### src/common/pcg_pkg.sv
// package: register map, field layout and timing for the peripheral clock gating block
package pcg_pkg;
  localparam int          PCG_ADDR_W        = 16;
  localparam int          PCG_DATA_W        = 16;
  localparam int          PCG_NUM_PERIPH    = 32;
  localparam logic [15:0] PCG_GROUP_ONE_OFS = 16'h0770;
  localparam logic [15:0] PCG_GROUP_TWO_OFS = 16'h0772;
  localparam logic [15:0] PCG_GROUP_ONE_RST = 16'h0000;
  localparam logic [15:0] PCG_GROUP_TWO_RST = 16'h0000;
  // implemented bits of group one; bits 10 and 9 are unused
  localparam logic [15:0] PCG_GROUP_ONE_MASK = 16'hf9ff;
  localparam logic [15:0] PCG_GROUP_TWO_MASK = 16'hffff;
  // group one field positions
  localparam int PCG_ANALOG_CONVERTER_BIT  = 0;
  localparam int PCG_CAN1_BIT              = 1;
  localparam int PCG_CAN2_BIT              = 2;
  localparam int PCG_SERIAL_PERIPH1_BIT    = 3;
  localparam int PCG_SERIAL_PERIPH2_BIT    = 4;
  localparam int PCG_UART1_BIT             = 5;
  localparam int PCG_UART2_BIT             = 6;
  localparam int PCG_TWO_WIRE_PORT_BIT     = 7;
  localparam int PCG_CONVERTER_IFACE_BIT   = 8;
  localparam int PCG_TIMER1_BIT            = 11;
  // group two field positions
  localparam int PCG_COMPARE1_BIT          = 0;
  localparam int PCG_CAPTURE1_BIT          = 8;
  // latency from register change to gate change, in instruction cycles
  localparam int PCG_LATENCY_CYCLES        = 1;
endpackage : pcg_pkg

### src/common/pcg_gate_if.sv
// interface: disable vector passed from the register file to the gating stage
`timescale 1ns/1ps
interface pcg_gate_if;
  import pcg_pkg::*;
  logic [PCG_NUM_PERIPH-1:0] off_req;
  modport src (output off_req);
  modport dst (input  off_req);
endinterface : pcg_gate_if

### src/pcg_peripheral_clock_gating.sv
// top: peripheral disable registers, register port and clock gate outputs
`timescale 1ns/1ps
// Overview of operation
// - A set disable bit stops every clock to its peripheral.
// - While a peripheral is off, its own register writes are blocked and reads are undefined.
// - A peripheral runs only if its bit is clear and it is present in the variant.
// - Both disable registers reset to all zeros so every present peripheral starts on.
// - Setting a disable bit turns the peripheral off one cycle later.
// - Clearing a disable bit turns the peripheral back on one cycle later.
// - The converter interface bit stays read/write even when that block is absent.
// - Group two holds captures eight..one in bits 15..8 and compares eight..one in 7..0.
module pcg_peripheral_clock_gating
  import pcg_pkg::*;
(
  // clock and reset
  input  wire logic                      sys_clk,
  input  wire logic                      reset_n,
  // register port
  input  wire logic [PCG_ADDR_W-1:0]     reg_addr,
  input  wire logic [PCG_DATA_W-1:0]     reg_wdata,
  input  wire logic                      reg_write,
  input  wire logic                      reg_read,
  output logic      [PCG_DATA_W-1:0]     reg_rdata,
  // variant presence, one bit per peripheral in register bit order
  input  wire logic [PCG_NUM_PERIPH-1:0] periph_present,
  // per peripheral clock enable and register access enable
  output logic      [PCG_NUM_PERIPH-1:0] periph_clk_en,
  output logic      [PCG_NUM_PERIPH-1:0] periph_reg_en
);
  logic [PCG_DATA_W-1:0] group_one;
  logic [PCG_DATA_W-1:0] group_two;
  logic [PCG_DATA_W-1:0] next_group_one;
  logic [PCG_DATA_W-1:0] next_group_two;
  logic [PCG_DATA_W-1:0] rdata_q;
  logic [PCG_DATA_W-1:0] next_rdata_q;
  logic [PCG_NUM_PERIPH-1:0] run_vec;
  logic [1:0]                addr_hit;

  pcg_gate_if gate_bus ();

  // address decode shared by write and read paths
  function automatic logic [1:0] pcg_decode(input logic [PCG_ADDR_W-1:0] a);
    pcg_decode = {a == PCG_GROUP_TWO_OFS, a == PCG_GROUP_ONE_OFS};
  endfunction : pcg_decode

  // one decode feeds both paths; a call result cannot be bit-selected directly
  assign addr_hit = pcg_decode(reg_addr);

  // register writes; unused bits are masked so they stay zero
  always_comb begin
    next_group_one = group_one;
    next_group_two = group_two;
    if (reg_write && addr_hit[0]) begin
      next_group_one = reg_wdata & PCG_GROUP_ONE_MASK;
    end
    if (reg_write && addr_hit[1]) begin
      next_group_two = reg_wdata & PCG_GROUP_TWO_MASK;
    end
  end

  // read mux; unmapped addresses read as zero
  always_comb begin
    next_rdata_q = '0;
    if (reg_read && addr_hit[0]) begin
      next_rdata_q = group_one;
    end else if (reg_read && addr_hit[1]) begin
      next_rdata_q = group_two;
    end
  end

  // state registers; synchronous reset clears both groups and the read data
  always_ff @(posedge sys_clk) begin
    if (!reset_n) begin
      group_one <= PCG_GROUP_ONE_RST;
      group_two <= PCG_GROUP_TWO_RST;
      rdata_q   <= '0;
    end else begin
      group_one <= next_group_one;
      group_two <= next_group_two;
      rdata_q   <= next_rdata_q;
    end
  end

  // index 0..15 is group one bit for bit and 16..31 group two, so presence uses the
  // same order; the unused bits 10 and 9 stay zero and leave their slots running
  // whenever the variant reports something present there
  // register bits map straight to peripheral index: group two above group one
  assign gate_bus.off_req = {group_two, group_one};

  pcg_gate_stage u_gate (
    .sys_clk        (sys_clk),
    .reset_n        (reset_n),
    .gate           (gate_bus),
    .periph_present (periph_present),
    .periph_run     (run_vec)
  );

  // the same enable stops the clock and freezes the peripheral's registers
  assign periph_clk_en = run_vec;
  assign periph_reg_en = run_vec;
  assign reg_rdata     = rdata_q;

  // assertions
  chk_off_stops_clk: assert property (@(posedge sys_clk) disable iff (!reset_n)
    gate_bus.off_req[0] |=> !periph_clk_en[0])
    else $error("clock not stopped for disabled peripheral");
  chk_reg_en_tracks: assert property (@(posedge sys_clk) disable iff (!reset_n)
    periph_reg_en == periph_clk_en)
    else $error("register enable differs from clock enable");
  chk_absent_never_runs: assert property (@(posedge sys_clk) disable iff (!reset_n)
    !$past(periph_present[8]) |-> !periph_clk_en[8])
    else $error("absent peripheral running");
  chk_reset_clears: assert property (@(posedge sys_clk)
    !reset_n |=> (group_one == 16'h0000 && group_two == 16'h0000))
    else $error("disable registers not cleared by reset");
  chk_set_latency: assert property (@(posedge sys_clk) disable iff (!reset_n)
    (reg_write && reg_addr == PCG_GROUP_TWO_OFS && reg_wdata[3]) ##1 1
      |=> !periph_clk_en[19])
    else $error("disable not effective one cycle after setting");
  chk_clear_latency: assert property (@(posedge sys_clk) disable iff (!reset_n)
    (reg_write && reg_addr == PCG_GROUP_TWO_OFS && !reg_wdata[3]) ##1 periph_present[19]
      |=> periph_clk_en[19])
    else $error("enable not restored one cycle after clearing");
  chk_conv_iface_rw: assert property (@(posedge sys_clk) disable iff (!reset_n)
    (reg_write && reg_addr == PCG_GROUP_ONE_OFS) ##1 (reg_read && reg_addr == PCG_GROUP_ONE_OFS
      && !reg_write) |=> reg_rdata[8] == $past(reg_wdata[8], 2))
    else $error("converter interface bit not read back");
  chk_unused_zero: assert property (@(posedge sys_clk) disable iff (!reset_n)
    group_one[10:9] == 2'b00)
    else $error("unused bits of group one not zero");
  chk_group_two_rw: assert property (@(posedge sys_clk) disable iff (!reset_n)
    (reg_write && reg_addr == PCG_GROUP_TWO_OFS) |=> group_two == $past(reg_wdata))
    else $error("group two write lost");
  chk_timer_field: assert property (@(posedge sys_clk) disable iff (!reset_n)
    (reg_write && reg_addr == PCG_GROUP_ONE_OFS) |=> group_one[15:11] == $past(reg_wdata[15:11]))
    else $error("timer bits of group one not stored");

  // named fields: a write that sets a field stops that peripheral two edges later
  chk_analog_gate: assert property (@(posedge sys_clk) disable iff (!reset_n)
    (reg_write && reg_addr == PCG_GROUP_ONE_OFS && reg_wdata[PCG_ANALOG_CONVERTER_BIT]) ##1 1
      |=> !periph_clk_en[PCG_ANALOG_CONVERTER_BIT])
    else $error("analog converter bit does not stop its peripheral");
  chk_can1_gate: assert property (@(posedge sys_clk) disable iff (!reset_n)
    (reg_write && reg_addr == PCG_GROUP_ONE_OFS && reg_wdata[PCG_CAN1_BIT]) ##1 1
      |=> !periph_clk_en[PCG_CAN1_BIT])
    else $error("can1 bit does not stop its peripheral");
  chk_can2_gate: assert property (@(posedge sys_clk) disable iff (!reset_n)
    (reg_write && reg_addr == PCG_GROUP_ONE_OFS && reg_wdata[PCG_CAN2_BIT]) ##1 1
      |=> !periph_clk_en[PCG_CAN2_BIT])
    else $error("can2 bit does not stop its peripheral");
  chk_serial1_gate: assert property (@(posedge sys_clk) disable iff (!reset_n)
    (reg_write && reg_addr == PCG_GROUP_ONE_OFS && reg_wdata[PCG_SERIAL_PERIPH1_BIT]) ##1 1
      |=> !periph_clk_en[PCG_SERIAL_PERIPH1_BIT])
    else $error("serial port one bit does not stop its peripheral");
  chk_serial2_gate: assert property (@(posedge sys_clk) disable iff (!reset_n)
    (reg_write && reg_addr == PCG_GROUP_ONE_OFS && reg_wdata[PCG_SERIAL_PERIPH2_BIT]) ##1 1
      |=> !periph_clk_en[PCG_SERIAL_PERIPH2_BIT])
    else $error("serial port two bit does not stop its peripheral");
  chk_uart1_gate: assert property (@(posedge sys_clk) disable iff (!reset_n)
    (reg_write && reg_addr == PCG_GROUP_ONE_OFS && reg_wdata[PCG_UART1_BIT]) ##1 1
      |=> !periph_clk_en[PCG_UART1_BIT])
    else $error("uart1 bit does not stop its peripheral");
  chk_uart2_gate: assert property (@(posedge sys_clk) disable iff (!reset_n)
    (reg_write && reg_addr == PCG_GROUP_ONE_OFS && reg_wdata[PCG_UART2_BIT]) ##1 1
      |=> !periph_clk_en[PCG_UART2_BIT])
    else $error("uart2 bit does not stop its peripheral");
  chk_two_wire_gate: assert property (@(posedge sys_clk) disable iff (!reset_n)
    (reg_write && reg_addr == PCG_GROUP_ONE_OFS && reg_wdata[PCG_TWO_WIRE_PORT_BIT]) ##1 1
      |=> !periph_clk_en[PCG_TWO_WIRE_PORT_BIT])
    else $error("two wire port bit does not stop its peripheral");
  chk_conv_gate: assert property (@(posedge sys_clk) disable iff (!reset_n)
    (reg_write && reg_addr == PCG_GROUP_ONE_OFS && reg_wdata[PCG_CONVERTER_IFACE_BIT]) ##1 1
      |=> !periph_clk_en[PCG_CONVERTER_IFACE_BIT])
    else $error("converter interface bit does not stop its peripheral");
  chk_timer1_gate: assert property (@(posedge sys_clk) disable iff (!reset_n)
    (reg_write && reg_addr == PCG_GROUP_ONE_OFS && reg_wdata[PCG_TIMER1_BIT]) ##1 1
      |=> !periph_clk_en[PCG_TIMER1_BIT])
    else $error("timer1 bit does not stop its peripheral");
  chk_capture1_gate: assert property (@(posedge sys_clk) disable iff (!reset_n)
    (reg_write && reg_addr == PCG_GROUP_TWO_OFS && reg_wdata[PCG_CAPTURE1_BIT]) ##1 1
      |=> !periph_clk_en[PCG_DATA_W + PCG_CAPTURE1_BIT])
    else $error("capture1 bit does not stop its peripheral");
  chk_compare1_gate: assert property (@(posedge sys_clk) disable iff (!reset_n)
    (reg_write && reg_addr == PCG_GROUP_TWO_OFS && reg_wdata[PCG_COMPARE1_BIT]) ##1 1
      |=> !periph_clk_en[PCG_DATA_W + PCG_COMPARE1_BIT])
    else $error("compare1 bit does not stop its peripheral");

  // read-back stands in the cycle after the strobe
  chk_read_one: assert property (@(posedge sys_clk) disable iff (!reset_n)
    (reg_read && reg_addr == PCG_GROUP_ONE_OFS) |=> reg_rdata == $past(group_one))
    else $error("group one read returns wrong value");
  chk_read_two: assert property (@(posedge sys_clk) disable iff (!reset_n)
    (reg_read && reg_addr == PCG_GROUP_TWO_OFS) |=> reg_rdata == $past(group_two))
    else $error("group two read returns wrong value");
  chk_read_unused: assert property (@(posedge sys_clk) disable iff (!reset_n)
    (reg_read && reg_addr == PCG_GROUP_ONE_OFS) |=> reg_rdata[10:9] == 2'b00)
    else $error("unused bits of group one read as nonzero");

  // leaving reset every present peripheral comes up running
  chk_reset_enables: assert property (@(posedge sys_clk)
    !reset_n ##1 reset_n |=> periph_clk_en == $past(periph_present))
    else $error("present peripherals not enabled after reset");
  chk_reg_en_off: assert property (@(posedge sys_clk) disable iff (!reset_n)
    gate_bus.off_req[PCG_DATA_W] |=> !periph_reg_en[PCG_DATA_W])
    else $error("register access left open for disabled peripheral");

  // every enable is last cycle's presence and disable request, index by index
  for (genvar gp = 0; gp < PCG_NUM_PERIPH; gp++) begin : g_chk_gate
    chk_gate_follows: assert property (@(posedge sys_clk) disable iff (!reset_n)
      $past(reset_n) |-> periph_clk_en[gp] ==
        ($past(periph_present[gp]) & ~$past(gate_bus.off_req[gp])))
      else $error("enable differs from last presence and disable bit");
  end : g_chk_gate

  // scenarios worth seeing in a run
  cov_disable_one: cover property (@(posedge sys_clk) disable iff (!reset_n)
    $fell(periph_clk_en[0]));
  cov_enable_again: cover property (@(posedge sys_clk) disable iff (!reset_n)
    $rose(periph_clk_en[0]));
  cov_read_two: cover property (@(posedge sys_clk) disable iff (!reset_n)
    reg_read && reg_addr == PCG_GROUP_TWO_OFS);
  cov_write_then_read: cover property (@(posedge sys_clk) disable iff (!reset_n)
    reg_write ##1 reg_read);
  cov_absent_idle: cover property (@(posedge sys_clk) disable iff (!reset_n)
    !periph_present[PCG_CONVERTER_IFACE_BIT] && !periph_clk_en[PCG_CONVERTER_IFACE_BIT]);
endmodule : pcg_peripheral_clock_gating

### src/pcg_gate_stage.sv
// gating stage: one-cycle delayed enable per peripheral, masked by presence
`timescale 1ns/1ps
module pcg_gate_stage
  import pcg_pkg::*;
(
  // clock and reset
  input  wire logic                      sys_clk,
  input  wire logic                      reset_n,
  // disable request from the register file
  pcg_gate_if.dst                        gate,
  // variant presence
  input  wire logic [PCG_NUM_PERIPH-1:0] periph_present,
  // gated enables
  output logic      [PCG_NUM_PERIPH-1:0] periph_run
);
  logic [PCG_NUM_PERIPH-1:0] run_q;
  logic [PCG_NUM_PERIPH-1:0] next_run_q;

  // each peripheral runs only when present and not turned off
  genvar gi;
  for (gi = 0; gi < PCG_NUM_PERIPH; gi++) begin : g_run
    always_comb begin
      next_run_q[gi] = periph_present[gi] & ~gate.off_req[gi];
    end
  end

  // register stage gives the one-cycle latency on set and clear alike
  always_ff @(posedge sys_clk) begin
    if (!reset_n) begin
      run_q <= '0;
    end else begin
      run_q <= next_run_q;
    end
  end

  assign periph_run = run_q;
endmodule : pcg_gate_stage

### config.mk
export PLATFORM = sky130hd
export DESIGN_NAME = pcg_peripheral_clock_gating
export DESIGN_NICKNAME = d
export VERILOG_FILES = /design/src/common/pcg_pkg.sv /design/src/common/pcg_gate_if.sv /design/src/pcg_peripheral_clock_gating.sv /design/src/pcg_gate_stage.sv
export SDC_FILE = /design/constraint.sdc
export NUM_CORES = 1
export LEC_CHECK = 0
export BUFFER_PORTS_ARGS = -buffer_cell sky130_fd_sc_hd__buf_2
export CORE_AREA = 5 5 116 96
export CTS_BUF_LIST = sky130_fd_sc_hd__clkbuf_8
export CTS_CLUSTER_DIAMETER = 80
export DETAILED_ROUTE_END_ITERATION = 10
export DIE_AREA = 0 0 121 101
export GPL_TIMING_DRIVEN = 1
export SKIP_CTS_REPAIR_TIMING = 1
export SLEW_MARGIN = 20
export SYNTH_ARGS = -nofsm -noshare
export SYNTH_HDL_FRONTEND = slang
export SYNTH_SLANG_ARGS = --single-unit
### constraint.sdc
create_clock -name sys_clk -period 3.7 [get_ports sys_clk]
set_input_delay 0.185 -clock sys_clk [delete_from_list [all_inputs] [get_ports sys_clk]]
set_output_delay 0.185 -clock sys_clk [all_outputs]
set_load 0.01 [all_outputs]
==> run metrics <==
outcome complete, no violations; critical-path cell list buf_2 -> nor3_1 -> nand4_4 -> nor3_4 -> a22o_1; sequential area share after synthesis 0.540; min Tclk post-route 1.56 ns; Yosys top cell by area dfxtp_1; Congestion Overflow GR 0; Largest stage delay, worst path 0.71 ns; setup_tns 0 ns; CP Max Fanout 16; row cnt 33; Power Density 455 mW/mm^2; slowest CP cell nor3_4; fin crit share 0.423; CP startpoint reg_addr[14]; most common cell in the netlist dfxtp_1; area share of the largest cell type after synthesis 0.540; share of cells above drive strength 1 0.409; DRT antenna net count 0; wire per inst 12.4 um; Fin. Hold Viols 0; Cell variety after synth 26; RSZ-0062 raised after global routing no; largest net degree at the start of global routing 76; Final HPWL DP 4.80 mm; antenna violations before repair 1; Worst Tran Pin Value 0.799 ns; # diodes 0; Hold Slack 0.0513 ns; #FFs+latches synth 78; Mapped Area 0.00289 mm^2; syn nets 360; total wire length 6.83 mm; Die H 101 um; PortBufs 147; total number of vias 2252; Die W 121 um; CP Class in2reg; GPL Wtd Cong 0.675; CTS max path bufs 2; Vias/cell 4.09; core area 0.00995 mm^2; # H-tree levels 3; max-slew violation count 0; Data arrival, critical path 1.84 ns; Starting Density 0.291; r2r worst-path depth 2; die area 0.0122 mm^2; RR Startpoint group_one[13]$_SDFFE_PN0P_; Synth Warn # 0; drt drc 0; first-pass GRT wire length 10.9 mm; Worst IR Drop VDD 0.162 mV; worst setup path end reg_rdata[5]$_SDFF_PN0_; ys async rst share 0; top_reg_cell synth dfxtp_1; Slew headroom 0.465; Fmax achieved 0.640 GHz; endpoint class of the critical path flip-flop; Req. time, crit path 3.98 ns; CTS clk-pin slew, worst paths 0.09 ns; violation count after the first detailed-route iteration 75; syn avg cell area 9.91 um^2; top cells by area, synth dfxtp_1 (54%), mux2i_1 (9.7%), nand2_1 (9.6%); worst reg2reg path endpoint group_one[13]$_SDFFE_PN0P_; startpoint types primary input; Num CTS Buffers 9; Tightest Hold Check Type in2reg; r2r setup slk 3.05 ns; Layout area overhead 27.7%; max-cap viol count 0; fin nets 474; leak pwr 0.00181 uW; Synth top cells by count dfxtp_1 (78), nand2_1 (74), buf_4 (32); number of flops mapped to enable cells by yosys 0; Clk Latency, worst-skew pair 0.34 ns; vias in the first global route 2367; Post-Syn Instances 292; CTS tree done; Sink Count 78; I/O pin total 148; Root Driver clkbuf_8; Initial DRT Pass Iterations 4; Setup Viol. Count Final 0; Fin Clk Skew 0.0110 ns; Total Routing Usage GR 0.116
==> layer usage <==
layer,wire (um),global-route usage
met4,64,0.0287
met1,2980,0.129
met3,675,0.0578
met5,7,0
met2,3110,0.198
==> critical path, delay by kind of cell <==
kind,cells,cell delay [ns]
compound gates,1,0.25
buf+inv,1,0.09
simple gates,3,1.31
==> per-stage QoR <==
stage               std cells  total power [uW]  setup WS [ns]  instance area [um^2]   util
floorplan                 292               963           2.26                  2890      -
global placement          535              1020           1.54                  3470  0.349
detailed placement        535              1020           1.70                  3480  0.350
CTS                       551              1720           2.08                  3690  0.371
global route              551              1770           2.04                  3690  0.371
finish                    551              1680           2.14                  3690  0.371
==> sequential cells by signal, summed over array words and instances (netlist names) <==
signal             cells
group_one             14
reg_rdata             16
u_gate.periph_run     32
group_two             16
==> layout make-up <==
class                           count  area (um^2)
Multi-Input combinational cell    167          991
Sequential cell                    78         1560
Clock inverter                      7         91.3
Timing Repair Buffer              148          743
Clock buffer                        9          124
Fill cell                        1016         6260
Tap cell                          140          175
Inverter                            2         7.51
==> layout by cell type (no fill, tap or decap), drive strengths merged, types with 2 or more instances in the layout <==
cell type  Yosys  layout
buf           39     148
dfxtp         78      78
nand2         74      74
nor2          31      31
mux2i         28      28
a22o          14      14
clkbuf         6       9
and2           5       5
inv            2       4
nor3           3       3
o21ai          2       2
nand3          2       2
a21oi          2       2
clkinvlp       0       2
bufinv         0       2
==> logic make-up after synthesis <==
| family | share of synthesized area |
|---|---|
| compound gates | 0.0493 |
| buf+inv | 0.120 |
| flops | 0.540 |
| mux | 0.0969 |
| simple gates | 0.194 |
==> power by group <==
group	switching, uW	internal [uW]
Clock	311	376
Combinational	69.6	60.4
Sequential	6.98	857
==> worst min path at each step <==
stage                            start  slack [ns]  cells after the start                               end
finish               periph_present[3]        0.05                      3   u_gate.periph_run[3]$_SDFF_PN0_
global route        periph_present[10]        0.02                      2  u_gate.periph_run[10]$_SDFF_PN0_
CTS                  periph_present[3]        0.03                      3   u_gate.periph_run[3]$_SDFF_PN0_
detailed placement  periph_present[26]        0.41                      3  u_gate.periph_run[26]$_SDFF_PN0_
global placement    periph_present[14]        0.41                      3  u_gate.periph_run[14]$_SDFF_PN0_
floorplan            periph_present[0]        0.31                      2   u_gate.periph_run[0]$_SDFF_PN0_
Note: power is estimated with default switching activity, not from simulation.
